==> src/hdl/mcu_irq_pkg.sv <==
// Constants, carrier types and states for the interrupt logic block.
// Overview of operation
// Global enable passes or blocks every interrupt.
// Reset clears control register, flag bit kept.
// Flags set regardless of any enable bit.
// Accept clears global enable, pushes, vectors 0004h.
// Return from interrupt sets global enable again.
// Clearing global enable forces one skipped cycle.
// Fixed latency, independent of instruction length.
// Pin edge selectable, valid edge sets flag.
// Pin enable clear stops pin interrupt.
// Pin wakes only when enabled before sleep.
// Timer rollover sets flag, enable gates it.
// Upper port change sets flag, enable bit3.
// Change during port read may be lost.
// Comparator flag gated by two enables.
// Pin flag set Q4-Q1, sampled Q1.
// After wake run next instruction, then vector.
// Comparator wake leaves comparator flag set.
// Software clears flags before re-enabling.
// Enabled source wakes regardless of global enable.
// Pending enabled source at sleep wakes immediately.
// Request is global enable and enabled sources.
package mcu_irq_pkg;

    localparam int unsigned ADDR_WIDTH = 12;
    localparam int unsigned DATA_WIDTH = 32;
    localparam int unsigned PC_WIDTH = 13;
    localparam int unsigned PIN_COUNT = 5;

    // Register indices; the byte address is four times the index.
    localparam logic [7:0] INTERRUPT_CONTROL_IDX = 8'h0b;
    localparam logic [7:0] PERIPHERAL_IRQ_FLAGS_IDX = 8'h0c;
    localparam logic [7:0] OPTION_IDX = 8'h81;
    localparam logic [7:0] PERIPHERAL_IRQ_ENABLES_IDX = 8'h8c;
    localparam logic [7:0] IRQ_CORE_STATUS_IDX = 8'h90;

    // Field positions of the interrupt control register.
    localparam int unsigned GLOBAL_IRQ_ENABLE_BIT = 7;
    localparam int unsigned PERIPHERAL_IRQ_ENABLE_BIT = 6;
    localparam int unsigned TIMER_OVERFLOW_IRQ_ENABLE_BIT = 5;
    localparam int unsigned EXT_PIN_IRQ_ENABLE_BIT = 4;
    localparam int unsigned PORT_CHANGE_IRQ_ENABLE_BIT = 3;
    localparam int unsigned TIMER_OVERFLOW_FLAG_BIT = 2;
    localparam int unsigned EXT_PIN_IRQ_FLAG_BIT = 1;
    localparam int unsigned PORT_CHANGE_FLAG_BIT = 0;
    // Comparator flag and enable share one position in their registers.
    localparam int unsigned COMPARATOR_BIT = 6;
    localparam int unsigned EXT_EDGE_SELECT_BIT = 6;

    // Status register fields.
    localparam int unsigned STATUS_ASLEEP_BIT = 0;
    localparam int unsigned STATUS_PENDING_BIT = 1;
    localparam int unsigned STATUS_REQUEST_BIT = 2;
    localparam int unsigned STATUS_NOP_DUE_BIT = 3;

    // Reset values.
    localparam logic [7:0] INTERRUPT_CONTROL_RESET = 8'h00;
    localparam logic [7:0] OPTION_RESET = 8'hff;
    localparam logic [31:0] READ_ZERO = 32'h0000_0000;

    localparam logic [PC_WIDTH-1:0] IRQ_VECTOR = 13'h0004;

    // Quarter phases of one instruction cycle, one clock each.
    localparam logic [1:0] Q1_PHASE = 2'h0;
    localparam logic [1:0] Q2_PHASE = 2'h1;
    localparam logic [1:0] Q4_PHASE = 2'h3;
    localparam int unsigned CLOCK_PERIOD_NS = 20;
    localparam int unsigned Q_PHASES = 4;
    localparam int unsigned TCY_NS = CLOCK_PERIOD_NS * Q_PHASES;
    localparam int unsigned LATENCY_TCY = 3;
    localparam int unsigned LATENCY_CYCLES =
        LATENCY_TCY * TCY_NS / CLOCK_PERIOD_NS;
    localparam logic [1:0] LATENCY_COUNT_INIT = 2'(LATENCY_TCY - 1);
    localparam logic [1:0] WAKE_COUNT_INIT = 2'h1;

    typedef enum logic [1:0] {
        RUN,
        PENDING,
        ASLEEP,
        WAKE_EXEC
    } seq_type;

    typedef struct packed {
        logic psel;
        logic penable;
        logic pwrite;
        logic [ADDR_WIDTH-1:0] paddr;
        logic [DATA_WIDTH-1:0] pwdata;
    } apb_req_type;

    typedef struct packed {
        logic [DATA_WIDTH-1:0] prdata;
        logic pready;
        logic pslverr;
    } apb_resp_type;

    typedef struct packed {
        logic return_from_irq;
        logic sleep_request;
        logic port_read;
        logic timer_overflow;
        logic comparator_change;
    } core_event_type;

    typedef struct packed {
        logic irq_request;
        logic vector_load;
        logic push_return;
        logic nop_insert;
        logic asleep;
        logic wake;
        logic [PC_WIDTH-1:0] vector_addr;
    } core_ctl_type;

endpackage

==> src/hdl/mcu_interrupt_logic.sv <==
// Interrupt flags, masking, vectoring and sleep wake-up for the core.
//
// The APB register port was chosen for this implementation.
`timescale 1ns/1ns
module mcu_interrupt_logic
    import mcu_irq_pkg::*;
(
    input wire logic clock,
    input wire logic reset,
    input wire logic por_reset,
    input wire logic ext_irq_pin,
    input wire logic [3:0] upper_nibble_port,
    input wire mcu_irq_pkg::core_event_type core_event,
    input wire mcu_irq_pkg::apb_req_type apb_req,
    output mcu_irq_pkg::apb_resp_type apb_resp,
    output mcu_irq_pkg::core_ctl_type core_ctl
);

    typedef struct packed {
        logic [7:0] interrupt_control;
        logic comparator_flag;
        logic comparator_irq_enable;
        logic [7:0] option;
        logic [1:0] phase;
        seq_type seq;
        logic [1:0] count;
        logic nop_due;
        logic pin_valid;
        logic ext_prev;
        logic ext_edge_seen;
        logic [3:0] port_latch;
        apb_resp_type apb;
        core_ctl_type ctl;
    } state_type;

    state_type state_reg;
    state_type state_next;

    logic [PIN_COUNT-1:0] pins;
    logic [3:0] port_now;
    logic ext_now;
    logic edge_hit;
    logic port_changed;
    logic any_enabled;
    logic irq_line;
    logic q1;
    logic flag_window;
    logic access;
    logic commit;
    logic wr_control;
    logic gie_cleared;
    logic take;
    logic [DATA_WIDTH-1:0] read_value;
    logic read_hit;

    // Byte address of a register from its index.
    function automatic logic addr_hit(
        input logic [ADDR_WIDTH-1:0] addr,
        input logic [7:0] index
    );
        return addr == {2'b00, index, 2'b00};
    endfunction

    // Any source whose own enable and flag are both set; the comparator also needs the peripheral enable.
    function automatic logic sources_pending(
        input logic [7:0] ctl,
        input logic cmp_flag,
        input logic cmp_en
    );
        logic t;
        logic e;
        logic p;
        logic c;
        t = ctl[TIMER_OVERFLOW_IRQ_ENABLE_BIT] &
            ctl[TIMER_OVERFLOW_FLAG_BIT];
        e = ctl[EXT_PIN_IRQ_ENABLE_BIT] & ctl[EXT_PIN_IRQ_FLAG_BIT];
        p = ctl[PORT_CHANGE_IRQ_ENABLE_BIT] &
            ctl[PORT_CHANGE_FLAG_BIT];
        c = ctl[PERIPHERAL_IRQ_ENABLE_BIT] & cmp_en & cmp_flag;
        return t | e | p | c;
    endfunction

    pin_sync pin_sync_inst (
        .clock(clock),
        .reset(reset),
        .raw({upper_nibble_port, ext_irq_pin}),
        .stable(pins)
    );

    always_comb begin
        state_next = state_reg;
        state_next.ctl.vector_load = 1'b0;
        state_next.ctl.push_return = 1'b0;
        state_next.ctl.nop_insert = 1'b0;
        state_next.ctl.wake = 1'b0;
        state_next.phase = state_reg.phase + 2'h1;

        q1 = state_reg.phase == Q1_PHASE;
        flag_window = q1 || state_reg.phase == Q4_PHASE;
        ext_now = pins[0];
        port_now = pins[PIN_COUNT-1:1];

        // Nothing is compared in the first cycle after reset, but the synchroniser still holds
        // its reset zeros then, so a pin or port high at reset can pose as an edge or a port change.
        state_next.pin_valid = 1'b1;
        state_next.ext_prev = ext_now;
        if (state_reg.option[EXT_EDGE_SELECT_BIT]) begin
            edge_hit = ext_now & ~state_reg.ext_prev;
        end else begin
            edge_hit = ~ext_now & state_reg.ext_prev;
        end
        edge_hit = edge_hit & state_reg.pin_valid;

        // A read of the port refreshes the reference value; a change in
        // that same cycle is absorbed by the read and never flagged.
        port_changed = state_reg.pin_valid &&
            port_now != state_reg.port_latch && !core_event.port_read;
        if (core_event.port_read || !state_reg.pin_valid) begin
            state_next.port_latch = port_now;
        end

        // Register bus: two-cycle access phase, effects at the last edge.
        access = apb_req.psel & apb_req.penable;
        commit = access & state_reg.apb.pready;
        state_next.apb.pready = access & ~state_reg.apb.pready;

        read_hit = 1'b1;
        read_value = READ_ZERO;
        if (addr_hit(apb_req.paddr, INTERRUPT_CONTROL_IDX)) begin
            read_value[7:0] = state_reg.interrupt_control;
        end else if (addr_hit(apb_req.paddr, PERIPHERAL_IRQ_FLAGS_IDX)) begin
            read_value[COMPARATOR_BIT] = state_reg.comparator_flag;
        end else if (addr_hit(apb_req.paddr,
                PERIPHERAL_IRQ_ENABLES_IDX)) begin
            read_value[COMPARATOR_BIT] = state_reg.comparator_irq_enable;
        end else if (addr_hit(apb_req.paddr, OPTION_IDX)) begin
            read_value[7:0] = state_reg.option;
        end else if (addr_hit(apb_req.paddr, IRQ_CORE_STATUS_IDX)) begin
            read_value[STATUS_ASLEEP_BIT] = state_reg.seq == ASLEEP;
            read_value[STATUS_PENDING_BIT] = state_reg.seq == PENDING;
            read_value[STATUS_REQUEST_BIT] = state_reg.ctl.irq_request;
            read_value[STATUS_NOP_DUE_BIT] = state_reg.nop_due;
        end else begin
            read_hit = 1'b0;
        end
        if (access && !state_reg.apb.pready) begin
            state_next.apb.prdata = apb_req.pwrite ? READ_ZERO : read_value;
            state_next.apb.pslverr = ~read_hit;
        end else begin
            state_next.apb.prdata = READ_ZERO;
            state_next.apb.pslverr = 1'b0;
        end

        wr_control = commit && apb_req.pwrite &&
            addr_hit(apb_req.paddr, INTERRUPT_CONTROL_IDX);
        gie_cleared = wr_control &&
            state_reg.interrupt_control[GLOBAL_IRQ_ENABLE_BIT] &&
            !apb_req.pwdata[GLOBAL_IRQ_ENABLE_BIT];
        if (wr_control) begin
            state_next.interrupt_control = apb_req.pwdata[7:0];
        end
        if (commit && apb_req.pwrite) begin
            if (addr_hit(apb_req.paddr, PERIPHERAL_IRQ_FLAGS_IDX)) begin
                state_next.comparator_flag = apb_req.pwdata[COMPARATOR_BIT];
            end
            if (addr_hit(apb_req.paddr, PERIPHERAL_IRQ_ENABLES_IDX)) begin
                state_next.comparator_irq_enable =
                    apb_req.pwdata[COMPARATOR_BIT];
            end
            if (addr_hit(apb_req.paddr, OPTION_IDX)) begin
                state_next.option = apb_req.pwdata[7:0];
            end
        end

        // Hardware events land after software writes, so a set that meets
        // a clear in the same cycle survives.
        state_next.ext_edge_seen = state_reg.ext_edge_seen | edge_hit;
        if (flag_window && state_next.ext_edge_seen) begin
            state_next.interrupt_control[EXT_PIN_IRQ_FLAG_BIT] = 1'b1;
            state_next.ext_edge_seen = 1'b0;
        end
        if (core_event.timer_overflow) begin
            state_next.interrupt_control[TIMER_OVERFLOW_FLAG_BIT] =
                1'b1;
        end
        if (port_changed) begin
            state_next.interrupt_control[PORT_CHANGE_FLAG_BIT] = 1'b1;
        end
        if (core_event.comparator_change) begin
            state_next.comparator_flag = 1'b1;
        end
        // Flags above ignore every enable bit. R3

        if (core_event.return_from_irq) begin
            state_next.interrupt_control[GLOBAL_IRQ_ENABLE_BIT] = 1'b1;
        end

        any_enabled = sources_pending(state_reg.interrupt_control,
            state_reg.comparator_flag, state_reg.comparator_irq_enable);
        irq_line = state_reg.interrupt_control[GLOBAL_IRQ_ENABLE_BIT] &
            any_enabled;
        state_next.ctl.irq_request = irq_line;

        // The cycle after global enable is cleared executes a NOP; any
        // request in flight is dropped but its flag stays set.
        if (gie_cleared) begin
            state_next.nop_due = 1'b1;
        end else if (q1 && state_reg.nop_due) begin
            state_next.nop_due = 1'b0;
            state_next.ctl.nop_insert = 1'b1;
        end

        take = 1'b0;
        unique case (state_reg.seq)
            RUN: begin
                if (core_event.sleep_request) begin
                    if (any_enabled) begin
                        // The sleep instruction completes, then wakes at once.
                        state_next.ctl.wake = 1'b1;
                        state_next.seq = WAKE_EXEC;
                        state_next.count = WAKE_COUNT_INIT;
                    end else begin
                        state_next.seq = ASLEEP;
                        state_next.ctl.asleep = 1'b1;
                    end
                end else if (q1 && irq_line && !state_reg.nop_due) begin
                    // Counted in instruction cycles only, so a two-cycle
                    // instruction cannot stretch the latency.
                    state_next.seq = PENDING;
                    state_next.count = LATENCY_COUNT_INIT;
                end
            end
            PENDING: begin
                if (!irq_line || gie_cleared) begin
                    state_next.seq = RUN;
                end else if (q1) begin
                    if (state_reg.count == 2'h0) begin
                        take = 1'b1;
                    end else begin
                        state_next.count = state_reg.count - 2'h1;
                    end
                end
            end
            ASLEEP: begin
                // The pin and other sources wake only through their own
                // enable, whatever global enable says.
                if (any_enabled) begin
                    state_next.ctl.wake = 1'b1;
                    state_next.ctl.asleep = 1'b0;
                    state_next.seq = WAKE_EXEC;
                    state_next.count = WAKE_COUNT_INIT;
                end
            end
            WAKE_EXEC: begin
                // The prefetched instruction runs before any vectoring.
                if (q1) begin
                    if (state_reg.count != 2'h0) begin
                        state_next.count = state_reg.count - 2'h1;
                    end else if (irq_line && !gie_cleared) begin
                        take = 1'b1;
                    end else begin
                        state_next.seq = RUN;
                    end
                end
            end
        endcase

        if (take) begin
            state_next.interrupt_control[GLOBAL_IRQ_ENABLE_BIT] = 1'b0;
            state_next.ctl.vector_load = 1'b1;
            state_next.ctl.push_return = 1'b1;
            state_next.ctl.vector_addr = IRQ_VECTOR;
            state_next.seq = RUN;
        end

        if (reset) begin
            state_next = '0;
            state_next.seq = RUN;
            state_next.option = OPTION_RESET;
            state_next.interrupt_control = INTERRUPT_CONTROL_RESET;
            // The port change flag survives every reset except power-up.
            state_next.interrupt_control[PORT_CHANGE_FLAG_BIT] =
                por_reset ? 1'b0 :
                state_reg.interrupt_control[PORT_CHANGE_FLAG_BIT];
        end
    end

    always_ff @(posedge clock) begin
        state_reg <= state_next;
    end

    assign apb_resp = state_reg.apb;
    assign core_ctl = state_reg.ctl;

endmodule

==> src/hdl/pin_sync.sv <==
// Three-stage input synchroniser with agreement filter for the pins.
`timescale 1ns/1ns
module pin_sync
    import mcu_irq_pkg::*;
(
    input wire logic clock,
    input wire logic reset,
    input wire logic [PIN_COUNT-1:0] raw,
    output logic [PIN_COUNT-1:0] stable
);

    typedef struct packed {
        logic [PIN_COUNT-1:0] s1;
        logic [PIN_COUNT-1:0] s2;
        logic [PIN_COUNT-1:0] s3;
        logic [PIN_COUNT-1:0] stable;
    } sync_state_type;

    sync_state_type state_reg;
    sync_state_type state_next;
    logic [PIN_COUNT-1:0] agree;

    always_comb begin
        state_next = state_reg;
        state_next.s1 = raw;
        state_next.s2 = state_reg.s1;
        state_next.s3 = state_reg.s2;
        // A level counts only once the second and third stage agree.
        agree = state_reg.s2 ~^ state_reg.s3;
        state_next.stable = (agree & state_reg.s3) |
            (~agree & state_reg.stable);
        if (reset) begin
            state_next = '0;
        end
    end

    always_ff @(posedge clock) begin
        state_reg <= state_next;
    end

    assign stable = state_reg.stable;

endmodule

==> config.mk <==
export PLATFORM = sky130hd
export DESIGN_NAME = mcu_interrupt_logic
export DESIGN_NICKNAME = d
export VERILOG_FILES = /design/src/hdl/mcu_irq_pkg.sv /design/src/hdl/mcu_interrupt_logic.sv /design/src/hdl/pin_sync.sv
export SDC_FILE = /design/constraint.sdc
export NUM_CORES = 1
export LEC_CHECK = 0
export BUFFER_PORTS_ARGS = -buffer_cell sky130_fd_sc_hd__buf_2
export CORE_ASPECT_RATIO = 0.9
export CORE_UTILIZATION = 45
export CTS_CLUSTER_SIZE = 25
export DETAILED_ROUTE_END_ITERATION = 10
export GPL_ROUTABILITY_DRIVEN = 0
export PLACE_DENSITY = 0.74
export RECOVER_POWER = 100
export SYNTH_ARGS = -nofsm -noshare
export SYNTH_HDL_FRONTEND = slang
export SYNTH_HIERARCHICAL = 1
export SYNTH_SLANG_ARGS = --single-unit
==> constraint.sdc <==
create_clock -name clock -period 2.4 [get_ports clock]
set_input_delay 0.12 -clock clock [delete_from_list [all_inputs] [get_ports clock]]
set_output_delay 0.12 -clock clock [all_outputs]
set_load 0.1 [all_outputs]
# [Word level (Yosys, flattened, before mapping)]
# Cells that the tools add are included.
[word_totals] ff_bits=93 in_bits=60 out_inout_bits=53 word_cells=195
[classes] n_addsub=2 eq_ne=24 muxes=66 n_bitwise=26 reduce_logical=46
[op_table] operator="2-to-1 mux 78 bit" count=1
[op_table] operator="2-to-1 mux 8 bit" count=5
[op_table] operator="== test 12 x 10 -> 1 bit, second input constant" count=3
[op_table] operator="2-to-1 mux 1 bit" count=33
[op_table] operator="2-to-1 mux 4 bit" count=8
[op_table] operator="== test 12 x 6 -> 1 bit, second input constant" count=2
[op_table] operator="2-to-1 mux 2 bit" count=12
[op_table] operator="inequality test 2 bit, second input constant" count=10
[op_table] operator="one-hot mux 4 bit (4 select lines)" count=1
[op_table] operator="nonzero test 2 bit" count=8
[op_table] operator="bitwise AND 1 bit" count=12
[op_table] operator="logical AND 1 bit" count=12
[op_table] operator="2-to-1 mux 6 bit" count=2
[op_table] operator="bitwise AND 5 bit" count=2
[op_table] operator="2-to-1 mux 10 bit" count=1
[op_table] operator="AND reduction 2 bit" count=4
[op_table] operator="AND reduction 8 bit" count=1
[op_table] operator="OR reduction 2 bit" count=4
[op_table] operator="logical NOT 1 bit" count=7
[op_table] operator="== test 2 bit, second input constant" count=3
[op_table] operator="logical NOT 2 bit" count=3
[op_table] operator="inequality test 3 bit, second input constant" count=2
[op_table] operator="AND reduction 6 bit" count=1
[op_table] operator="NOT 1 bit" count=5
[op_table] operator="16 further kinds" count=22

# [Depth between registers and ports, before layout]
# Gate-level depths: netlist of run 1.
[logic_depth] word_depth=14 ltp_mapped=7

# [Cells and area by module]
# The synthesis of run 1 kept the hierarchy.
[modules_own_cells] mod="mcu_interrupt_logic" instances=1 cells_per_inst=282 area_per_inst_um2=2433.6 seq_area_each_um2=970.9
[modules_own_cells] mod="pin_sync" instances=1 cells_per_inst=57 area_per_inst_um2=679.4 seq_area_each_um2=400.4

# [Least setup slack after synthesis of run 1]
# Ideal clock, no wire load.
[synth_timing] path_type="input-to-reg" start="in apb_req[43] (netlist bit)" end="reg state_reg[67] (netlist bit)" setup_time_ns=0.129 arrival_ns=1.665 setup_slack_ns=0.606 stages=5 n_path_buf=0 cell_sequence="or3_1 > or4_4 > nor4_4 > mux2i_1 > nand2_1"
[synth_via] elab_chain_cells=2
[synth_rtl] item="start, declared" line="mcu_interrupt_logic.sv:14" source="input wire mcu_irq_pkg::apb_req_type apb_req,"
[synth_rtl] item="== test 12 x 10 -> 1 bit" line="mcu_interrupt_logic.sv:61" source="return addr == {2'b00, index, 2'b00};"
[synth_rtl] item="AND reduction 2 bit (no source line)"
[synth_rtl] item="end signal, assigned" line="mcu_interrupt_logic.sv:289" source="state_reg <= state_next;"
[synth_rtl] item="end, declared" line="mcu_interrupt_logic.sv:36" source="state_type state_reg;"
# Every way passes these cells.
# A chain may end at the register's enable or synchronous reset.

# [Worst setup path in the final report of run 1]
[layout_timing] start="in apb_req[43] (netlist bit)" end="reg state_reg, in the netlist apb_resp[5]"
[layout_via] elab_chain_cells=6 word_cells_on_any_way=10 cone_classes="eq/ne: 5; mux: 5"
[layout_rtl] item="== test 12 x 10 -> 1 bit" line="mcu_interrupt_logic.sv:61"
[layout_rtl] item="2-to-1 mux 4 bit" line="mcu_interrupt_logic.sv:138" source="end else if (addr_hit(apb_req.paddr, IRQ_CORE_STATUS_IDX)) begin"
[layout_rtl] item="2-to-1 mux 4 bit" line="mcu_interrupt_logic.sv:136" source="end else if (addr_hit(apb_req.paddr, OPTION_IDX)) begin"
[layout_rtl] item="2-to-1 mux 6 bit" line="mcu_interrupt_logic.sv:133" source="end else if (addr_hit(apb_req.paddr,"
[layout_rtl] item="2-to-1 mux 6 bit" line="mcu_interrupt_logic.sv:131" source="end else if (addr_hit(apb_req.paddr, PERIPHERAL_IRQ_FLAGS_IDX)) begin"
[layout_rtl] item="2-to-1 mux 8 bit *" line="mcu_interrupt_logic.sv:129" source="if (addr_hit(apb_req.paddr, INTERRUPT_CONTROL_IDX)) begin"
# Mark *: on every way between the ends. The rest lies on a longest branch, timed or not.

==> results.md, run 1 <==
- Pwr Density: 780 nW/um^2
- Skew-Pair Late Insertion Delay: between 300 and 400 ps
- Min-Delay Startpoint: apb_req[5]
- CP cell instances: buf_2 > or3_1 > or4_4 > nor3_1 > a222oi_1 > nor2_1
- Critical path buffers and inverters: 1
- Max stage delay on crit path: between 800 and 900 ps
- Post-DP HPWL: approximately 4000 um
- CTS H-tree depth: 3
- Pin count of the biggest net entering global routing: 28
- Worst EP arrival: between 2000 and 2500 ps
- Critical-path top delay cell: nor3_1
- Post-Route Setup TNS: 0 ps
- Vias in the first global route: ~2,000
- Ys async rst share: 0%
- Fmax: 507 MHz
- Initial antenna violation count: 0
- Total Die Area: around 7300 sq um
- Hold Path Cell Cnt: 3
- Post-route DRC: 0
- Share of layout cells above drive strength 1: between 10% and 20%
- Tot Pwr: 0.00268 W
- Switching power total: ~0.00077 W
- Clk buf depth: 2
- Clk_skew: about 9.7 ps
- Dpl cells: ~460
- R2R cell count: 5
- Reg2reg setup slack: a little under 600 ps
- DR WL/cell: about 12 um
- Failing checks: max-capacitance violations, max-slew violations
- Status: complete, but fails checks
- Reg2reg start: apb_resp[1]$_SDFF_PP0_
- Crit Reg-Reg Endpoint: state_reg[71]$_SDFFE_PP1P_
- Avg Vias per Cell: ~4.8
- Clock group share of total power: between 40% and 50%
- Area delta synth->final: 10.5%
- Worst path top cell family by delay: simple AND/OR/NAND/NOR gates
- Minimum clock period: approximately 2000 ps
- Initial core utilization: a little under half
- Crit end category: flop
- Sink Count: 68
- Worst-path clk slew: around 70 ps
- PortBufs: 52
- Slew Viols, Final: 28
- Root Buffer: clkbuf_8
- Grt total ovfl: 0
- Sequential power share: between 40% and 50%
- Routed Antenna Nets: 0
- Post-Syn Instances: approximately 340
- # rows: 28
- P_leak: approximately 1.3 nW
- Hold slack: approximately 19 ps
- Non-filler cells, final: between 400 and 500
- Internal power: between 0.0015 and 0.002 W
- Comb power frac: around 15%
- Final Hold Viols: 0
- CTS tree: done
- HP Class: in2reg
- Net Sw Frac: slightly below 30%
- Hold EP: state_reg[72]$_SDFFE_PP1P_
- Number of synthesized flops with an enable pin: 1
- Core area: 6620 sq um
- Ys flop type: dfxtp_1
- Synth Cell Area: just over 3000 sq um
- Synth warn: 6
- Worst Tran Pin Value: 1520 ps
- Finished Core Util: approximately 52%
- Ant diodes: 0
- Post-synth cell types: 46
- Worst Path Max Fanout: 9
- CP Launch Type: input pin
- Register bit total from synthesis: 68
- Slew Limit Headroom: -1.32%
- Total number of vias: around 2,300
- RSZ-0062 raised after global routing: false
- Commonest non-fill, non-tap cells in the layout: 67 x dfxtp_1, 38 x nand2_1, 36 x conb_1, 34 x buf_2, 24 x clkbuf_1
- Worst VDD drop: ~480 uV
- Register area share after synthesis: between 40 and 50%
- Critical Path RT: ~2700 ps
- CP Class: in2reg
- Chip height: between 80 and 90 um
- Cts bufs inserted: 9
- Number of max-cap violations: 1
- Post-cts resize count: 0
- Post-synthesis average cell area: around 9.2 sq um
- First-pass GRT wire length: just under 9000 um
- Final period utilization: roughly 80%
- DRT Pass-1 Iters: 6
- Number of flip-flops under the largest register name: 32
- Nets: 445
- Final WL: roughly 5500 um
- Most frequent standard cell in the layout excluding fill and tap cells: dfxtp_1
- Total GRT Usage: between 15 and 20%
- Die width: approximately 90 um
- Boundary Pins: approximately 110
- Final Setup Violations: 0
- DRT iter0 DRCs: approximately 130
metrics by stage:
stage                     setup slack, ps  cell area [sq um]
after floorplan                       606               3240
after global placement                405               3190
after detailed placement              357               3190
after CTS                             578               3490
after global routing                  285               3440
final                                 427               3440
power by group through the flow:
stage               Sequential [W]  Combinational [W]  Clock, W
detailed placement         0.00119           0.000386         0
global placement           0.00119           0.000383         0
finish                     0.00117           0.000392   0.00112
CTS                        0.00117           0.000394   0.00115
global route               0.00117           0.000412   0.00120
floorplan                  0.00119           0.000386         0
cell usage after synthesis (2+ instances only):
cell type / number / area share (%)
nor3_1: 10 / 1.6
a31oi_1: 4 / 0.80
o21ai_0: 4 / 0.64
a222oi_1: 5 / 1.6
nor2b_1: 11 / 2.2
nor3b_1: 2 / 0.48
or3_1: 2 / 0.40
nor2b_2: 15 / 4.2
buf_4: 58 / 14
buf_6: 2 / 0.72
nand2_1: 38 / 4.6
o21ai_1: 5 / 0.80
nand4_1: 3 / 0.60
nand3_1: 4 / 0.64
dfxtp_1: 67 / 43
inv_1: 10 / 1.2
a21oi_1: 13 / 2.1
clkbuf_1: 6 / 0.72
a22oi_1: 3 / 0.72
xnor2_1: 4 / 1.1
nand2b_1: 5 / 1.0
nor2_1: 23 / 2.8
ha_1: 2 / 0.80
a21oi_2: 5 / 1.4
and4_1: 2 / 0.56
mux2i_1: 16 / 5.1
cell type report:
cell class              count  area, sq um
well taps                  90          113
inverters                  11         41.3
clock buffers              10          128
flip-flops and latches     68         1370
fillers                   631         3180
multi-input cells         228         1340
clock inverters             6          113
repair buffers             65          332
metal layers:
metal / up-vias / routed length, um / track usage (%)
met4: 0 / 117 / 7.62
met1: 1045 / 2380 / 18.2
li1: 1140 / - / -
met2: 91 / 2640 / 27.7
met5: - / 0 / 0
met3: 18 / 366 / 6.10
worst max path at each step:
stage | startpoint | end | slack (ps) | cells past startpoint
6_report | apb_req[43] | apb_resp[5]$_SDFF_PP0_ | 430 | 6
3_3_place_gp | apb_req[43] | state_reg[72]$_SDFFE_PP1P_ | 410 | 7
4_1_cts | state_reg[65]$_SDFF_PP0_ | state_reg[62]$_SDFFE_PP0P_ | 580 | 7
2_1_floorplan | apb_req[43] | state_reg[67]$_SDFFE_PP1P_ | 610 | 5
5_1_grt | apb_req[43] | apb_resp[5]$_SDFF_PP0_ | 290 | 6
3_5_place_dp | apb_req[43] | state_reg[71]$_SDFFE_PP1P_ | 360 | 7
worst min-delay path, cell delays in order:
cell,delay [ps]
buf_2,90
mux2i_1,60
nand2_1,60
cells by family (layout without fill, tap and decap cells):
kind of cell | Yosys count | in the layout | share of synthesized area [%]
buf+inv | 78 | 92 | 16.9
mux | 16 | 16 | 5.14
compound gates | 48 | 48 | 10.4
other cells | 1 | 36 | 0.120
fa+ha+maj | 2 | 2 | 0.804
flops | 68 | 68 | 44.1
xor+xnor | 4 | 4 | 1.13
simple gates | 122 | 122 | 21.5
timing repair:
action,4_1_cts,5_1_grt
setup buffers,0,0
hold buffers,6,0
endpoints found under the hold margin,6,0
Note: power is estimated with default switching activity, not from simulation.
==> run 2: changes to the inputs <==
--- a/config.mk
+++ b/config.mk
@@ -11,7 +11,7 @@
 export CTS_CLUSTER_SIZE = 25
 export DETAILED_ROUTE_END_ITERATION = 10
 export GPL_ROUTABILITY_DRIVEN = 0
-export PLACE_DENSITY = 0.74
+export PLACE_DENSITY = 0.77
 export RECOVER_POWER = 100
 export SYNTH_ARGS = -nofsm -noshare
 export SYNTH_HDL_FRONTEND = slang
==> constraint.sdc (replaced) <==
create_clock -name clock -period 1.7 [get_ports clock]
set_input_delay 0.085 -clock clock [delete_from_list [all_inputs] [get_ports clock]]
set_output_delay 0.085 -clock clock [all_outputs]
set_load 0.1 [all_outputs]
==> run 2 against run 1 <==
The run now ends clean. Sequential power up 41%. Flip-flop and latch count stayed put. Non-clock buffer count grew 22. Register-to-register slack worse by 470 ps. Worst setup slack worse by 320 ps. First-iteration DRC count grew 23%. Clock skew down 4.8 ps. Die area unchanged. Final cell count rose by 4.6%. Design area is 7.3% higher. Power rose by 43%. Clock power increased by 45%. Critical endpoint is now state_reg[62]$_SDFFE_PP0P_.
==> results.md, run 2 (same netlist as run 1, synthesis figures left out) <==
- # rows: 28 (unchanged)
- Worst VDD drop: 579 uV (+22%)
- CP Launch Type: flop
- Dpl cells: 466 (+2.2%)
- Tot Pwr: 0.00384 W (+43%)
- Non-filler cells, final: 500 (+4.6%)
- Chip height: 80.9 um (unchanged)
- First-pass GRT wire length: 9530 um (+7.3%)
- Total GRT Usage: 17.5% (+1.1 points)
- Final Setup Violations: 0 (unchanged)
- Most Crowded Layer GR: met2
- Min-Delay Startpoint: apb_req[45]
- Most frequent standard cell in the layout excluding fill and tap cells: dfxtp_1
- Critical Path End: state_reg[62]$_SDFFE_PP0P_
- Slew Limit Headroom: 52.4% (+54 points)
- HP Class: in2reg
- Total number of vias: 2,379 (+3.7%)
- Final Worst Setup Slack: 108 ps (-319 ps)
- Cts bufs inserted: 9 (unchanged)
- Worst EP arrival: 1820 ps (-440 ps)
- Worst Path Max Fanout: 3 (-6)
- DRT Pass-1 Iters: 5 (-1)
- Worst setup path start: state_reg[78]$_SDFFE_PP0P_
- Clk buf depth: 2 (unchanged)
- Reg2reg setup slack: 110 ps (-470 ps)
- Root Buffer: clkbuf_8
- Post-DP HPWL: 4170 um (+4.3%)
- Grt total ovfl: 0 (unchanged)
- Met1 Track Usage GR: 19.4% (+1.2 points)
- Initial antenna violation count: 0 (unchanged)
- R2R cell count: 7 (+2)
- Core area: 6620 sq um (unchanged)
- Vias in the first global route: 2,154 (+5.1%)
- Fmax: 628 MHz
- Critical Path RT: 1930 ps (-760 ps)
- Final Hold Viols: 0 (unchanged)
- Minimum clock period: roughly 1600 ps
- Post-route DRC: 0 (unchanged)
- Ant diodes: 0 (unchanged)
- DRT iter0 DRCs: 158 (+23%)
- Post-Route Setup TNS: 0 ps (unchanged)
- Nets: 467 (+4.9%)
- Crit end category: flop
- RSZ-0062 raised after global routing: true
- Crit Reg-Reg Endpoint: state_reg[62]$_SDFFE_PP0P_
- Pwr Density: 1040 nW/um^2 (+34%)
- Slew Viols, Final: 0 (-100%)
- Status: finished clean
- P_leak: 1.52 nW (+13%)
- CTS tree: done
- Pin count of the biggest net entering global routing: 28 (unchanged)
- Final period utilization: about 94%
- Initial core utilization: 47.0% (unchanged)
- Met3 Use GR: 4.88% (-1.2 points)
- Routed Antenna Nets: 0 (unchanged)
- Final WL: 5900 um (+7.4%)
- Commonest non-fill, non-tap cells in the layout: 63 x dfxtp_1, 37 x nand2_1, 36 x conb_1, 34 x buf_2, 23 x nor2_1
- Met2 Resource Use GR: 30.2% (+2.5 points)
- CP Class: reg2reg
- Worst-path clk slew: 70 ps (about the same)
- Clk_skew: 4.96 ps (-4.77 ps)
- Share of layout cells above drive strength 1: 27.3% (+8.2 points)
- CTS H-tree depth: 3 (unchanged)
- Avg Vias per Cell: 4.76 (-0.86%)
- Worst Tran Pin Value: 713 ps (-806 ps)
- Number of flip-flops under the largest register name: 32 (unchanged)
- Total Die Area: 7250 sq um (unchanged)
- DR WL/cell: 11.8 um (+2.7%)
- Number of max-cap violations: 0 (-1)
- Die width: 89.7 um (unchanged)
- Sink Count: 68 (unchanged)
- Reg2reg start: state_reg[78]$_SDFFE_PP0P_
- Area delta synth->final: 18.6%
- Skew-Pair Late Insertion Delay: 340 ps (about the same)
- Boundary Pins: 113 (unchanged)
- PortBufs: 52 (unchanged)
- Setup WS pre-CTS: -81.6 ps (-439 ps)
-- run 2: cell count changes in the layout (fill, tap and decap cells not counted), moves of 3 or more --
cell,previous run,this run
dfxtp_1,67,63
dlygate4sd3_1,6,16
buf_4,2,14
dfxtp_2,0,4
a21oi_1,13,16
a21oi_2,5,2
o21ai_1,4,7
clkbuf_1,24,3
clkbuf_2,0,18
o21ai_0,5,2
-- run 2: what timing repair did --
action	in CTS	in global routing
hold buffers	16	0
gates resized for setup	2	10
buffers inserted	0	2
endpoints found under the setup margin	2	5
endpoints found under the hold margin	19	0
pin swaps	0	3
-- run 2: layout make-up --
| type | count | area (sq um) |
|---|---|---|
| Inverter | 11 | 41.3 |
| Tap cell | 90 | 113 |
| Sequential cell | 68 | 1380 |
| Clock inverter | 6 | 111 |
| Clock buffer | 10 | 138 |
| Fill cell | 599 | 2930 |
| Multi-Input combinational cell | 228 | 1350 |
| Timing Repair Buffer | 87 | 564 |
-- run 2: power by group --
part	internal [W]	switching (W)
clock	0.00101	0.000603
combinational	0.000108	0.000472
sequential	0.00163	0.0000195
total	0.00275	0.00109
-- run 2: worst min path at each step --
stage,endpoint,slack (ps),depth (start not counted)
2_1_floorplan,state_reg[58]$_SDFF_PP0_,160,1
3_3_place_gp,pin_sync_inst/state_reg[17]$_SDFF_PP0_,290,2
3_5_place_dp,pin_sync_inst/state_reg[18]$_SDFF_PP0_,300,2
4_1_cts,apb_resp[1]$_SDFF_PP0_,4,3
5_1_grt,apb_resp[1]$_SDFF_PP0_,30,3
6_report,apb_resp[1]$_SDFF_PP0_,20,3
-- run 2: critical path: stages, from the launching register on --
cell and delay (ps):
dfxtp_2 330, a222oi_1 360, buf_4 200, nand2_2 60, a31oi_2 190, nor3_2 70
buf_4 150, mux2i_1 120
-- run 2: metrics by stage --
step                utilization (%)  hold slack [ps]  cell area [sq um]
floorplan                         -              157               3240
global placement               49.4              292               3270
detailed placement             49.4              299               3270
CTS                            55.7             4.41               3680
global route                   55.8             30.8               3690
finish                         55.8             18.7               3690
-- run 2: layer usage --
| layer | vias to the layer above | wire (um) |
|---|---|---|
| li1 | 1183 | - |
| met1 | 1090 | 2440 |
| met2 | 92 | 2930 |
| met3 | 14 | 409 |
| met4 | 0 | 130 |
| met5 | - | 0 |
